`config.mk`:
```
export PLATFORM = sky130hd
export DESIGN_NAME = fws_poll_ctrl
export DESIGN_NICKNAME = d
export VERILOG_FILES = /design/src/rtl/fws_poll_ctrl.v
export VERILOG_INCLUDE_DIRS = /design/src /design/src/rtl
export SDC_FILE = /design/constraint.sdc
export NUM_CORES = 1
export LEC_CHECK = 0
export CAP_MARGIN = 20
export CORE_UTILIZATION = 40
export DETAILED_ROUTE_END_ITERATION = 10
export DONT_BUFFER_PORTS = 1
export SYNTH_ARGS = -nofsm -noshare
export SYNTH_HDL_FRONTEND = slang
export SYNTH_SLANG_ARGS = --single-unit
```
`constraint.sdc`:
```
create_clock -name mclk_in -period 3.1 [get_ports mclk_in]
set_input_delay 0.62 -clock mclk_in [delete_from_list [all_inputs] [get_ports mclk_in]]
set_output_delay 0.62 -clock mclk_in [all_outputs]
set_load 0.01 [all_outputs]
```
`src/rtl/fws_map.vh`:
```
// Purpose: Constants for the flash write-status polling controller
// Assumes: 50 MHz clock, 8-bit data bus to the flash
// Notes:   Bit positions of status bits, bus timing counts, result codes
`ifndef FWS_MAP_VH
`define FWS_MAP_VH
// Status bit positions on the data bus
`define FWS_POLL_BIT     7
`define FWS_TOGGLE1_BIT  6
`define FWS_TLIMIT_BIT   5
`define FWS_TOGGLE2_BIT  2
// Bus timing: read strobe low time and gap, in ns, and derived cycles
`define FWS_CLK_NS       20
`define FWS_RD_LOW_NS    100
`define FWS_RD_LOW_CYC   ((`FWS_RD_LOW_NS + `FWS_CLK_NS - 1) / `FWS_CLK_NS)
`define FWS_RD_GAP_NS    60
`define FWS_RD_GAP_CYC   ((`FWS_RD_GAP_NS + `FWS_CLK_NS - 1) / `FWS_CLK_NS)
// Result codes
`define FWS_RES_OK       2'h0
`define FWS_RES_FAIL     2'h1
`define FWS_RES_SUSP     2'h2
// Polling modes
`define FWS_MODE_POLL    1'h0
`define FWS_MODE_TOGGLE  1'h1
// Reset command data for the flash
`define FWS_RESET_CMD    8'hf0
`endif

```
`src/rtl/fws_poll_ctrl.v`:
```
// Purpose: Host-side controller that polls a flash for program/erase completion
// Assumes: Flash pins are asynchronous; data input is sampled via two flip-flops
// Notes:   Uses complement polling or toggle-bit polling; issues reset on failure
//
// Summary of operation
// - Host reads status at the address being programmed.
// - Host reads erase status inside a selected or unprotected sector.
// - After bit 7 turns true, host trusts full byte only next read.
// - Host compares both toggle bits to learn sector and suspend state.
// - On timing-limit flag, host reads status once more before failing.
// - After failure the host issues the reset command.
`timescale 1ns/1ns
`include "fws_map.vh"
module fws_poll_ctrl (
  // Clock and reset
  input  wire        mclk_in,
  input  wire        resetn_in,
  // User command port
  input  wire        start_in,
  input  wire        mode_in,
  input  wire [17:0] addr_in,
  input  wire [7:0]  expect_in,
  output reg         busy_out,
  output reg         done_out,
  output reg  [1:0]  result_out,
  output reg  [7:0]  data_out,
  // Flash pins
  output reg  [17:0] flash_addr_out,
  input  wire [7:0]  flash_dq_in,
  output reg  [7:0]  flash_dq_out,
  output reg         flash_dq_oe_out,
  output reg         flash_ce_n_out,
  output reg         flash_oe_n_out,
  output reg         flash_we_n_out,
  input  wire        flash_ready_busy_n_in
);
  // Sequencer states
  localparam [2:0] ST_IDLE = 3'h0;
  localparam [2:0] ST_RD   = 3'h1;
  localparam [2:0] ST_GAP  = 3'h2;
  localparam [2:0] ST_EVAL = 3'h3;
  localparam [2:0] ST_RST  = 3'h4;
  localparam [2:0] ST_DONE = 3'h5;
  // Bus timing counts, cut to the counter width on purpose
  localparam integer RD_LOW_I = `FWS_RD_LOW_CYC;
  localparam integer RD_GAP_I = `FWS_RD_GAP_CYC;
  localparam [3:0]   RD_LOW   = RD_LOW_I[3:0];
  localparam [3:0]   RD_GAP   = RD_GAP_I[3:0];

  reg  [2:0] state_q;
  reg  [3:0] cnt_q;
  reg  [7:0] dq_s1_q;
  reg  [7:0] dq_s2_q;
  reg        rb_s1_q;
  reg        rb_s2_q;
  reg  [7:0] prev_q;
  reg        have_prev_q;
  reg        tlim_seen_q;
  reg        confirm_q;
  reg        mode_q;
  reg  [7:0] exp_q;
  reg        susp_q;

  // Pin synchronisers; first stage feeds only the second
  always @(posedge mclk_in or negedge resetn_in) begin
    if (!resetn_in) begin
      dq_s1_q <= 8'h00;
      dq_s2_q <= 8'h00;
      rb_s1_q <= 1'h1;
      rb_s2_q <= 1'h1;
    end else begin
      dq_s1_q <= flash_dq_in;
      dq_s2_q <= dq_s1_q;
      rb_s1_q <= flash_ready_busy_n_in;
      rb_s2_q <= rb_s1_q;
    end
  end

  // Status bit decode from the synchronised byte
  wire poll_true = (dq_s2_q[`FWS_POLL_BIT] == exp_q[`FWS_POLL_BIT]);
  wire t1_same   = (dq_s2_q[`FWS_TOGGLE1_BIT] == prev_q[`FWS_TOGGLE1_BIT]);
  wire tlim      = dq_s2_q[`FWS_TLIMIT_BIT];
  wire t2_moves  = (dq_s2_q[`FWS_TOGGLE2_BIT] != prev_q[`FWS_TOGGLE2_BIT]);

  // Main sequencer: read cycles, evaluation, reset command
  always @(posedge mclk_in or negedge resetn_in) begin
    if (!resetn_in) begin
      state_q         <= ST_IDLE;
      cnt_q           <= 4'h0;
      prev_q          <= 8'h00;
      have_prev_q     <= 1'h0;
      tlim_seen_q     <= 1'h0;
      confirm_q       <= 1'h0;
      mode_q          <= `FWS_MODE_POLL;
      exp_q           <= 8'h00;
      susp_q          <= 1'h0;
      busy_out        <= 1'h0;
      done_out        <= 1'h0;
      result_out      <= `FWS_RES_OK;
      data_out        <= 8'h00;
      flash_addr_out  <= 18'h00000;
      flash_dq_out    <= 8'h00;
      flash_dq_oe_out <= 1'h0;
      flash_ce_n_out  <= 1'h1;
      flash_oe_n_out  <= 1'h1;
      flash_we_n_out  <= 1'h1;
    end else begin
      done_out <= 1'h0;
      case (state_q)
        ST_IDLE: begin
          // Start only after the command's last write strobe has risen
          if (start_in) begin
            mode_q         <= mode_in;
            exp_q          <= expect_in;
            flash_addr_out <= addr_in;
            have_prev_q    <= 1'h0;
            tlim_seen_q    <= 1'h0;
            confirm_q      <= 1'h0;
            susp_q         <= 1'h0;
            busy_out       <= 1'h1;
            cnt_q          <= 4'h0;
            state_q        <= ST_RD;
          end
        end
        ST_RD: begin
          // Read cycle with chip and output enable low
          flash_ce_n_out <= 1'h0;
          flash_oe_n_out <= 1'h0;
          if (cnt_q == RD_LOW + 4'h2) begin // Extra cycles cover the synchroniser
            flash_ce_n_out <= 1'h1;
            flash_oe_n_out <= 1'h1;
            cnt_q          <= 4'h0;
            state_q        <= ST_EVAL;
          end else begin
            cnt_q <= cnt_q + 4'h1;
          end
        end
        ST_EVAL: begin
          prev_q      <= dq_s2_q;
          have_prev_q <= 1'h1;
          state_q     <= ST_GAP;
          if (confirm_q) begin
            // Byte after polling bit turned true is now trusted
            // Suspend stands only if toggle two moves again with toggle one still
            data_out   <= dq_s2_q;
            if (mode_q == `FWS_MODE_TOGGLE && susp_q && t1_same && t2_moves) begin
              result_out <= `FWS_RES_SUSP;
            end else begin
              result_out <= `FWS_RES_OK;
            end
            state_q    <= ST_DONE;
          end else if (mode_q == `FWS_MODE_POLL) begin
            if (poll_true) begin
              confirm_q <= 1'h1;
            end else if (tlim_seen_q) begin
              result_out <= `FWS_RES_FAIL;
              state_q    <= ST_RST;
            end else if (tlim) begin
              tlim_seen_q <= 1'h1;
            end
          end else if (have_prev_q) begin
            if (t1_same) begin
              // Stopped toggling: done, or suspended if toggle two still moves and the synchronised ready/busy pin reads ready
              susp_q     <= t2_moves && rb_s2_q;
              confirm_q  <= 1'h1;
            end else if (tlim_seen_q) begin
              result_out <= `FWS_RES_FAIL;
              state_q    <= ST_RST;
            end else if (tlim) begin
              tlim_seen_q <= 1'h1;
            end
          end
        end
        ST_GAP: begin
          // Recovery between read cycles
          if (cnt_q == RD_GAP) begin
            cnt_q   <= 4'h0;
            state_q <= ST_RD;
          end else begin
            cnt_q <= cnt_q + 4'h1;
          end
        end
        ST_RST: begin
          // Write the reset command to return to array reads
          flash_dq_out    <= `FWS_RESET_CMD;
          flash_dq_oe_out <= 1'h1;
          flash_ce_n_out  <= 1'h0;
          flash_we_n_out  <= 1'h0;
          if (cnt_q == RD_LOW) begin
            flash_we_n_out  <= 1'h1;
            flash_ce_n_out  <= 1'h1;
            cnt_q           <= 4'h0;
            state_q         <= ST_DONE;
          end else begin
            cnt_q <= cnt_q + 4'h1;
          end
        end
        ST_DONE: begin
          // Report result and release the bus
          flash_dq_oe_out <= 1'h0;
          busy_out        <= 1'h0;
          done_out        <= 1'h1;
          state_q         <= ST_IDLE;
        end
        default: begin
          state_q <= ST_IDLE;
        end
      endcase
    end
  end
endmodule // fws_poll_ctrl

```
# Yosys cells after proc, flatten, opt, wreduce, memory -nomap -nowiden
# Index checks and enable logic that the tools add are counted.
word_totals:
  inputBits: 39
  register_bits: 80
classes:
  eq_ne: 25
  reduce_logical: 19
  n_addsub: 1
  muxes: 51
op_table:
  columns: ["operator", "count"]
  rows:
  - ["3-bit 2-to-1 mux", 10]
  - ["1-bit 2-to-1 mux", 21]
  - ["3-bit != test, second input constant", 6]
  - ["4-bit 2-to-1 mux", 4]
  - ["2-bit != test, second input constant", 8]
  - ["4-bit case mux with 4 select lines", 1]
  - ["3-bit case mux with 5 select lines", 1]
  - ["2-bit 2-to-1 mux", 7]
  - ["1-bit case mux with 2 select lines", 7]
  - ["6-bit AND reduction", 2]
  - ["2-bit AND reduction", 5]
  - ["4-bit by 3-bit equality test with 1-bit output, second input constant", 2]
  - ["4-bit AND reduction", 2]
  - ["2-bit nonzero test", 4]
  - ["3-bit by 2-bit equality test with 1-bit output, second input constant", 2]
  - ["3-bit equality test, second input constant", 2]
  - ["4-bit by 1-bit adder with 4-bit output, second input constant", 1]
  - ["4-bit by 2-bit equality test with 1-bit output, second input constant", 1]
  - ["1-bit logical AND", 4]
  - ["4-bit nonzero test", 1]
  - ["3-bit by 1-bit equality test with 1-bit output, second input constant", 1]
  - ["3-bit logical NOT", 1]
  - ["1-bit equality test", 2]
  - ["1-bit != test", 1]

# Logic depth before layout (Yosys ltp)
# Gate-level depths: netlist of run 1.
logic_depth:
  ltp_word: 7
  depth_mapped: 6
  mapped_depth_nobuf: 6

# Worst setup path after synthesis of run 1
# Ideal clock, no wire load.
synth_timing:
  path_type: "in2reg"
  startpoint: "input start_in"
  endpoint: "register mode_q"
  setup_time_ps: 117
  path_buffers: 2
  path_slack_ps: 1573
  path_stages: 5
  t_required_ps: 2983
  arrival_ps: 1411
  path_cell_list: "or4b_1 buf_2 buf_6 nand2_1 nand2_1"
synth_between:
  elab_chain_cells: 1
synth_lines:
  columns: ["item", "line_no", "text"]
  rows:
  - ["start: declaration", "fws_poll_ctrl.v:19", "input wire start_in,"]
  - ["2-bit AND reduction (no source line)", null, null]
  - ["end signal: assignment", "fws_poll_ctrl.v:94", "mode_q <= `FWS_MODE_POLL;"]
  - ["end signal: assignment", "fws_poll_ctrl.v:113", "mode_q <= mode_in;"]
  - ["end: declaration", "fws_poll_ctrl.v:60", "reg mode_q;"]
# No other way between the ends.
# A chain may end at the register's enable or synchronous reset.

# Worst setup path after layout of run 1
layout_timing:
  startpoint: "register state_q[2]"
  endpoint: "register confirm_q"
layout_between:
  elab_chain_cells: 3
  word_cells_on_any_way: 6
  classes_between: "eq/ne: 2; mux: 1; reduce/logical: 3"
layout_lines:
  columns: ["item", "line_no", "text"]
  rows:
  - ["start: declaration", "fws_poll_ctrl.v:50", "reg [2:0] state_q;"]
  - ["start signal: assignment", "fws_poll_ctrl.v:88", "state_q <= ST_IDLE;"]
  - ["start signal: assignment", "fws_poll_ctrl.v:122", "state_q <= ST_RD;"]
  - ["start signal: assignment", "fws_poll_ctrl.v:133", "state_q <= ST_EVAL;"]
  - ["3-bit by 2-bit equality test with 1-bit output / 3-bit logical NOT (equally long branches)", "fws_poll_ctrl.v:109", "case (state_q)"]
  - ["2-bit nonzero test (no source line) / 2-bit != test (equally long branches)", null, null]
  - ["2-bit AND reduction (no source line)", null, null]
  - ["end signal: assignment", "fws_poll_ctrl.v:93", "confirm_q <= 1'h0;"]
  - ["end signal: assignment", "fws_poll_ctrl.v:118", "confirm_q <= 1'h0;"]
  - ["end signal: assignment", "fws_poll_ctrl.v:154", "confirm_q <= 1'h1;"]
  - ["end: declaration", "fws_poll_ctrl.v:59", "reg confirm_q;"]
# Several ways; a longest one is shown, not always the timed one.

==> results.sh, run 1 <==
export IMPL_cts_sinks=68
export IMPL_syn_inst=242
export IMPL_hold_ws_ns=0.113
export IMPL_cts_tree="done"
export IMPL_period_share=0.678
export IMPL_clk_latency_ns=0.34
export IMPL_cp_end_kind="register"
export IMPL_path_clk_slew_ns=0.08
export IMPL_dieArea_mm2=0.00711
export IMPL_hold_viol_final=0
export IMPL_syn2layout_area_growth_pct=7.71
export IMPL_r2r_start="state_q[2]$_DFFE_PN0P_"
export IMPL_worst_hold_path_type="primary input to async pin"
export IMPL_final_common_cell="nand2_1"
export IMPL_dr_pass1_iters=8
export IMPL_dpl_cell_area_mm2=0.00271
export IMPL_violations="DRC"
export IMPL_crit_type="register to register"
export IMPL_crit_start="state_q[2]$_DFFE_PN0P_"
export IMPL_drc_errors=4
export IMPL_synth_seq_area_share=0.630
export IMPL_internal_power_mw=1.74
export IMPL_vias_per_cell=5.10
export IMPL_fin_nets=283
export IMPL_regToRegSetupSlack_ns=1.0
export IMPL_ioPinCount=81
export IMPL_wl_per_cell_um=14.6
export IMPL_slowest_delay_ns=1.02
export IMPL_chipHeight_um=84.3
export IMPL_power_density_mw_per_mm2=942
export IMPL_seq_power_share=0.557
export IMPL_cts_resized=0
export IMPL_antenna_cells=0
export IMPL_rows=29
export IMPL_leakagePower_nw=1.38
export IMPL_post_route_util=0.452
export IMPL_grt_pass1_wl_um=8210
export IMPL_relSlewSlack=0.430
export IMPL_pwr_share_comb=0.205
export IMPL_finalCriticalPeriod_ns=2.10
export IMPL_async_flop_share=1.00
export IMPL_antenna_found_initial=0
export IMPL_antenna_left=0
export IMPL_crit_required_ns=3.33
export IMPL_finalPower_mw=2.75
export IMPL_synth_area_top_cells="dfrtp_1 58%, nand2_1 10%, dfstp_2 4.8%"
export IMPL_cts_buffer_depth=2
export IMPL_synth_edff_count=0
export IMPL_synth_flop_cell="dfrtp_1"
export IMPL_timing_fmax_ghz=0.476
export IMPL_setup_viol=0
export IMPL_num_fill_cells=627
export IMPL_worst_r2r_path_depth=2
export IMPL_drt_iter0_markers=100
export IMPL_clkPwrFrac=0.238
export IMPL_start_util=0.420
export IMPL_synth_top_cell_by_area="dfrtp_1"
export IMPL_outcome="complete, but fails checks"
export IMPL_io_buffers=0
export IMPL_reg2reg_to="confirm_q$_DFFE_PN0P_"
export IMPL_grt_ovfl_total=0
export IMPL_ir_worst_vdd_mv=0.483
export IMPL_path_buf_inv=0
export IMPL_synth_area_mm2=0.00271
export IMPL_drt_wl_total_um=4740
export IMPL_place_gp_congestion=0.720
export IMPL_core_mm2=0.00646
export IMPL_path_cells="or4b_1 -> a22o_1"
export IMPL_final_area_mm2=0.00292
export IMPL_fp_dieW_um=84.3
export IMPL_maxCapViolCount=0
export IMPL_grt_max_degree=64
export IMPL_num_vias=1652
export IMPL_numCtsBuffers=9
export IMPL_htreeDepth=3
export IMPL_worstPathMaxFanout=24
export IMPL_finalClockSkew_ns=0.00880
export IMPL_grt_use_total=0.152
export IMPL_crit_slowest_cell="or4b_1"
export IMPL_rsz0062_at_grt="false"
export IMPL_setup_ws_ns=0.997
export IMPL_final_cells=324
export IMPL_cp_top_family="simple AND/OR/NAND/NOR gates"
export IMPL_grt_pass1_vias=1737
export IMPL_dpl_cell_count=307
export IMPL_final_layout_size_suffix_gt1_frac=0.166
export IMPL_ys_warn_count=0
export IMPL_p_switching_mw=1.01
export IMPL_dp_hpwl_um=3000
export IMPL_critPathLaunchType="register"
export IMPL_synth_cell_types=45
export IMPL_arrival_ns=2.33
export IMPL_worst_pin_slew_ns=0.855
export IMPL_slew_viol_final=0
export IMPL_avgSynthCellArea_um2=11.2
export IMPL_final_cell_mix="73 x nand2_1, 63 x dfrtp_1, 10 x mux2_2"
export IMPL_dp_slack_ns=0.975
export IMPL_synth_seq_cells=68
export IMPL_tns_ns=0
export IMPL_p_sw_frac=0.367
export IMPL_yosysTopAreaCellShare=0.582
export IMPL_cts_root_buffer="clkbuf_8"
worst max path at each step:
stage                                   end  slack (ns)  cells after the start
global placement      confirm_q$_DFFE_PN0P_        0.99                      2
floorplan                mode_q$_DFFE_PN0P_        1.57                      5
CTS                   confirm_q$_DFFE_PN0P_        0.97                      2
global route          confirm_q$_DFFE_PN0P_        0.88                      2
detailed placement  tlim_seen_q$_DFFE_PN0P_        0.98                      2
finish                confirm_q$_DFFE_PN0P_         1.0                      2
worst reg2reg max path, delay by kind of cell (launching register included):
kind	cells	cell delay (ns)
AO/OA/AOI/OAI	1	0.38
flip-flops	1	0.60
AND/OR/NAND/NOR	1	1.02
power groups by stage:
stage	Combinational [mW]	Clock [mW]	Sequential (mW)
3_5_place_dp	0.550	0	1.56
5_1_grt	0.672	0.713	1.58
3_3_place_gp	0.535	0	1.54
4_1_cts	0.575	0.684	1.54
2_1_floorplan	0.555	0	1.44
6_report	0.564	0.654	1.53
logic make-up (layout without fill, tap and decap cells):
kind of cell | count (synthesis) | in the layout | share of synthesized area
buf+inv | 22 | 24 | 0.0531
xor+xnor | 4 | 4 | 0.0129
flops | 68 | 68 | 0.630
mux | 11 | 11 | 0.0452
simple gates | 106 | 106 | 0.181
other cells | 1 | 4 | 0.00138
fa+ha+maj | 2 | 2 | 0.00923
compound gates | 28 | 28 | 0.0669
per-layer routing:
layer,vias up,track usage,share of wire
met3,5,0.0659,0.085
met5,-,0,0
li1,795,-,-
met1,795,0.178,0.44
met2,57,0.238,0.46
met4,0,0.0752,0.016
final cells by class:
| cell class | count | area, um^2 | share of cell area |
|---|---|---|---|
| flip-flops and latches | 68 | 1710 | 0.585 |
| multi-input cells | 155 | 878 | 0.301 |
| clock buffers | 9 | 124 | 0.0424 |
| well taps | 77 | 96.3 | 0.0330 |
| clock inverters | 7 | 55.1 | 0.0189 |
| repair buffers | 2 | 35.0 | 0.0120 |
| inverters | 6 | 22.5 | 0.00772 |
Yosys cell counts, drive strengths merged, types with 3 or more instances:
cell type  count
o21ai         10
buf           15
dfstp          5
nand3          4
xor2           3
o2bb2ai        3
inv            6
dfrtp         63
a21oi          5
nand2         75
nor2           9
mux2          10
sequential cells by signal, summed over array words and instances (netlist names), 2 cells and up:
name            cells
state_q             3
data_out            8
dq_s2_q             8
result_out          2
dq_s1_q             8
cnt_q               4
flash_addr_out     18
prev_q              2
what timing repair did:
action	in CTS	in global routing
setup buffers	0	0
hold endpoints to repair	63	0
hold buffers	1	0
Power figures use the tool's default switching activity.
==> run 2: changes to the inputs <==
clock period = 1.8 ns   (was 3.1 ns; I/O delays follow)
==> results.sh, run 2 (synthesized netlist as in run 1, its figures left out) <==
export IMPL_clk_latency_ns=0.34
export IMPL_antenna_found_initial=0
export IMPL_io_buffers=0
export IMPL_post_route_util=0.463
export IMPL_setup_viol=0
export IMPL_reg2reg_to="data_out[7]$_DFFE_PN0P_"
export IMPL_postCtsSetupRepairBufs=0
export IMPL_r2r_start="state_q[0]$_DFFE_PN0P_"
export IMPL_slew_viol_final=0
export IMPL_leakagePower_nw=1.42
export IMPL_ir_worst_vdd_mv=0.942
export IMPL_grt_use_total=0.152
export IMPL_grt_max_degree=69
export IMPL_path_clk_slew_ns=0.08
export IMPL_drt_wl_total_um=4740
export IMPL_drc_errors=5
export IMPL_hold_viol_final=68
export IMPL_crit_type="register to register"
export IMPL_tns_ns=0
export IMPL_vias_per_cell=5.05
export IMPL_num_vias=1665
export IMPL_fp_dieW_um=84.3
export IMPL_drt_iter0_markers=82
export IMPL_rsz0062_at_grt="false"
export IMPL_max_flop_register="flash_addr_out"
export IMPL_worst_r2r_path_depth=5
export IMPL_grt_ovfl_total=0
export IMPL_arrival_ns=1.87
export IMPL_period_share=0.910
export IMPL_syn2layout_area_growth_pct=10.2
export IMPL_cts_buffer_depth=2
export IMPL_worstPathMaxFanout=9
export IMPL_core_mm2=0.00646
export IMPL_cp_end_kind="register"
export IMPL_wl_per_cell_um=14.4
export IMPL_hold_ws_ns=-0.297
export IMPL_maxCapViolCount=0
export IMPL_numCtsBuffers=9
export IMPL_finalCriticalPeriod_ns=1.64
export IMPL_dieArea_mm2=0.00711
export IMPL_violations="DRC, hold timing"
export IMPL_final_cell_mix="73 x nand2_1, 63 x dfrtp_1, 10 x mux2_2, 10 x clkbuf_8, 9 x o21ai_0"
export IMPL_ioPinCount=81
export IMPL_dr_pass1_iters=9
export IMPL_htreeDepth=3
export IMPL_power_density_mw_per_mm2=1650
export IMPL_rows=29
export IMPL_critPathLaunchType="register"
export IMPL_num_fill_cells=607
export IMPL_grt_pass1_wl_um=8150
export IMPL_worst_hold_path_type="primary input to async pin"
export IMPL_cts_resized=0
export IMPL_largest_reg_flops=18
export IMPL_cts_tree="done"
export IMPL_regToRegSetupSlack_ns=0.16
export IMPL_hold_buffers=1
export IMPL_start_util=0.420
export IMPL_cts_root_buffer="clkbuf_8"
export IMPL_crit_start="state_q[0]$_DFFE_PN0P_"
export IMPL_final_layout_size_suffix_gt1_frac=0.182
export IMPL_cts_sinks=68
export IMPL_outcome="complete, but fails checks"
export IMPL_fin_nets=289
export IMPL_grt_pass1_vias=1691
export IMPL_place_gp_congestion=0.740
export IMPL_chipHeight_um=84.3
export IMPL_timing_fmax_ghz=0.611
export IMPL_dp_hpwl_um=3090
export IMPL_crit_required_ns=2.03
export IMPL_finalClockSkew_ns=0.0107
export IMPL_antenna_left=0
export IMPL_final_common_cell="nand2_1"
export IMPL_antenna_cells=0
[run 2: cell count changes in the layout (fill, tap and decap cells not counted)]
cell and change:
bufinv_16 +1, inv_6 -2, clkinvlp_4 -2, buf_12 +1, clkbuf_8 +1, buf_16 -1
dlygate4sd3_1 +1, clkinv_4 +2, buf_4 +5
[run 2: metrics by stage]
stage               setup slack (ns)  cell area [um^2]  instances  total power [mW]
detailed placement             0.158              2770        313              3.69
global placement               0.176              2770        313              3.64
CTS                            0.148              2990        330              5.01
global route                  0.0134              2990        330              5.29
finish                         0.163              2990        330              4.93
floorplan                      0.337              2720        245              3.44
[run 2: critical path, stage by stage, from the launching register on]
cell and delay [ns]:
dfrtp_1 0.49, buf_4 0.18, nand2_2 0.12, nor2_4 0.21, nand2_2 0.20, mux2_2 0.32
[run 2: final cells by class]
type                       count  area (um^2)  area share
clock buffer                  10          138      0.0461
clock inverter                 6         70.1      0.0235
inverter                       6         22.5     0.00754
multi-input combinational    155          878       0.294
sequential                    68         1710       0.572
tap                           77         96.3      0.0322
timing repair buffer           8         75.1      0.0251
[run 2: how the worst max path moves through the flow]
stage	slack (ns)	endpoint	depth (start not counted)
3_5_place_dp	0.16	data_out[1]$_DFFE_PN0P_	5
4_1_cts	0.15	data_out[7]$_DFFE_PN0P_	5
2_1_floorplan	0.34	mode_q$_DFFE_PN0P_	6
5_1_grt	0.01	cnt_q[1]$_DFFE_PN0P_	5
3_3_place_gp	0.18	data_out[5]$_DFFE_PN0P_	5
6_report	0.16	data_out[7]$_DFFE_PN0P_	5
[run 2: layer usage]
layer / up-vias / track usage / share of wire
met4: 0 / 0.0815 / 0.011
met3: 7 / 0.0669 / 0.076
met5: - / 0 / 0
met1: 798 / 0.180 / 0.46
li1: 808 / - / -
met2: 52 / 0.232 / 0.46
[run 2: power breakdown]
part | internal [mW] | total, mW | switching, mW | leakage, nW
registers | 2.03 | 2.60 | 0.562 | 0.827
clock network | 0.689 | 1.29 | 0.597 | 0.107
logic | 0.491 | 1.04 | 0.553 | 0.486
==> run 3: changes to the inputs <==
CORE_MARGIN = 3   (was unset)
TNS_END_PERCENT = 20   (was unset)
==> results.sh, run 3 (synthesized netlist as in run 1, its figures left out) <==
export IMPL_outcome="complete, but fails checks"
export IMPL_violations="hold timing"
export IMPL_clkPwrFrac=0.314
export IMPL_fin_nets=289
export IMPL_power_density_mw_per_mm2=1740
export IMPL_ioPinCount=81
export IMPL_dr_pass1_iters=4
export IMPL_final_cell_mix="73 x nand2_1, 63 x dfrtp_1, 10 x mux2_2"
export IMPL_cts_buffer_depth=2
export IMPL_place_gp_congestion=0.732
export IMPL_internal_power_mw=3.59
export IMPL_finalCriticalPeriod_ns=1.65
export IMPL_antenna_left=0
export IMPL_period_share=0.914
export IMPL_grt_use_total=0.141
export IMPL_grt_ovfl_total=0
export IMPL_slew_viol_final=0
export IMPL_ir_worst_vdd_mv=0.953
export IMPL_drc_errors=0
export IMPL_critPathLaunchType="register"
export IMPL_rows=29
export IMPL_setup_viol=0
export IMPL_drt_wl_total_um=4910
export IMPL_tns_ns=0
export IMPL_rsz0062_at_grt="false"
export IMPL_cts_tree="done"
export IMPL_clk_latency_ns=0.34
export IMPL_finalPower_mw=5.29
export IMPL_num_vias=1671
export IMPL_leakagePower_nw=1.44
export IMPL_hold_buffers=1
export IMPL_hold_viol_final=68
export IMPL_crit_type="register to register"
export IMPL_cp_end_kind="register"
export IMPL_pwr_share_comb=0.196
export IMPL_p_sw_frac=0.322
export IMPL_core_mm2=0.00646
export IMPL_final_area_mm2=0.00304
export IMPL_htreeDepth=3
export IMPL_seq_power_share=0.490
export IMPL_worstPathMaxFanout=13
export IMPL_cts_root_buffer="clkbuf_8"
export IMPL_crit_required_ns=2.03
export IMPL_grt_pass1_vias=1675
export IMPL_path_clk_slew_ns=0.07
export IMPL_vias_per_cell=5.06
export IMPL_finalClockSkew_ns=0.00477
export IMPL_p_switching_mw=1.71
export IMPL_start_util=0.420
export IMPL_cts_sinks=68
export IMPL_final_common_cell="nand2_1"
export IMPL_grt_max_degree=69
export IMPL_arrival_ns=1.88
export IMPL_dpl_cell_count=313
export IMPL_grt_pass1_wl_um=8250
export IMPL_numCtsBuffers=9
export IMPL_drt_iter0_markers=50
export IMPL_timing_fmax_ghz=0.608
export IMPL_antenna_found_initial=0
export IMPL_cts_resized=0
export IMPL_fp_dieW_um=88.3
export IMPL_hold_ws_ns=-0.291
export IMPL_worst_hold_path_type="primary input to async pin"
export IMPL_syn2layout_area_growth_pct=12.1
export IMPL_io_buffers=0
export IMPL_dieArea_mm2=0.00780
export IMPL_maxCapViolCount=0
export IMPL_dpl_cell_area_mm2=0.00276
export IMPL_chipHeight_um=88.3
export IMPL_dp_hpwl_um=3350
export IMPL_largest_reg_flops=18
export IMPL_postCtsSetupRepairBufs=0
export IMPL_final_layout_size_suffix_gt1_frac=0.182
export IMPL_final_cells=330
export IMPL_max_flop_register="flash_addr_out"
export IMPL_antenna_cells=0
export IMPL_wl_per_cell_um=14.9
## run 3: cell count changes in the layout (fill, tap and decap cells not counted)
cell       before  now
clkinv_4        2    1
clkinv_2        1    0
buf_4           6    7
bufinv_16       1    4
buf_12          1    0
clkbuf_8       10    9
## run 3: worst max-delay path, cell delays in order, from the launching register on
cell and delay, ns:
dfrtp_1 0.48, or4b_1 0.67, buf_4 0.25, nand2_1 0.07, nand2_1 0.05
## run 3: power groups by stage
stage	Combinational [mW]	Sequential, mW	Clock [mW]
after floorplan	0.956	2.49	0
after global placement	1.02	2.62	0
after detailed placement	1.05	2.64	0
after CTS	1.06	2.61	1.72
after global routing	1.21	2.68	1.80
final	1.04	2.59	1.66
## run 3: layout make-up
class                           count  area (um^2)
Multi-Input combinational cell    155          878
Sequential cell                    68         1710
Inverter                            6         22.5
Timing Repair Buffer                8         62.6
Tap cell                           77         96.3
Clock buffer                        9          124
Clock inverter                      7          146
Fill cell                         605         3420
## run 3: final timing paths
path | depth (start not counted) | slack [ns] | to | startpoint
worst min-delay path | 0 | -0.29 | dq_s1_q[3]$_DFF_PN0_ | resetn_in
worst max register to register | 4 | 0.15 | flash_addr_out[1]$_DFFE_PN0P_ | state_q[1]$_DFFE_PN0P_
worst min register to register | 0 | 0.35 | dq_s2_q[0]$_DFF_PN0_ | dq_s1_q[0]$_DFF_PN0_
worst max-delay path | 4 | 0.15 | flash_addr_out[1]$_DFFE_PN0P_ | state_q[1]$_DFFE_PN0P_
max in group asynchronous | 0 | 1.87 | flash_we_n_out$_DFFE_PN1P_ | resetn_in
min in group mclk_in | 0 | 0.04 | dq_s1_q[0]$_DFF_PN0_ | flash_dq_in[0]
## run 3: layer usage
metal	GRT usage	vias to the layer above	routed length [um]
met4	0.0453	0	55
li1	-	807	-
met1	0.177	803	2160
met5	0	-	0
met2	0.213	56	2280
met3	0.0708	5	415
## run 3: through the flow
stage / hold WS, ns / setup slack, ns / utilization
global placement: 0.0663 / 0.136 / 0.427
floorplan: 0.0644 / 0.337 / -
finish: -0.291 / 0.155 / 0.470
detailed placement: 0.0662 / 0.127 / 0.427
CTS: -0.317 / 0.110 / 0.470
global route: -0.329 / 0.0440 / 0.470
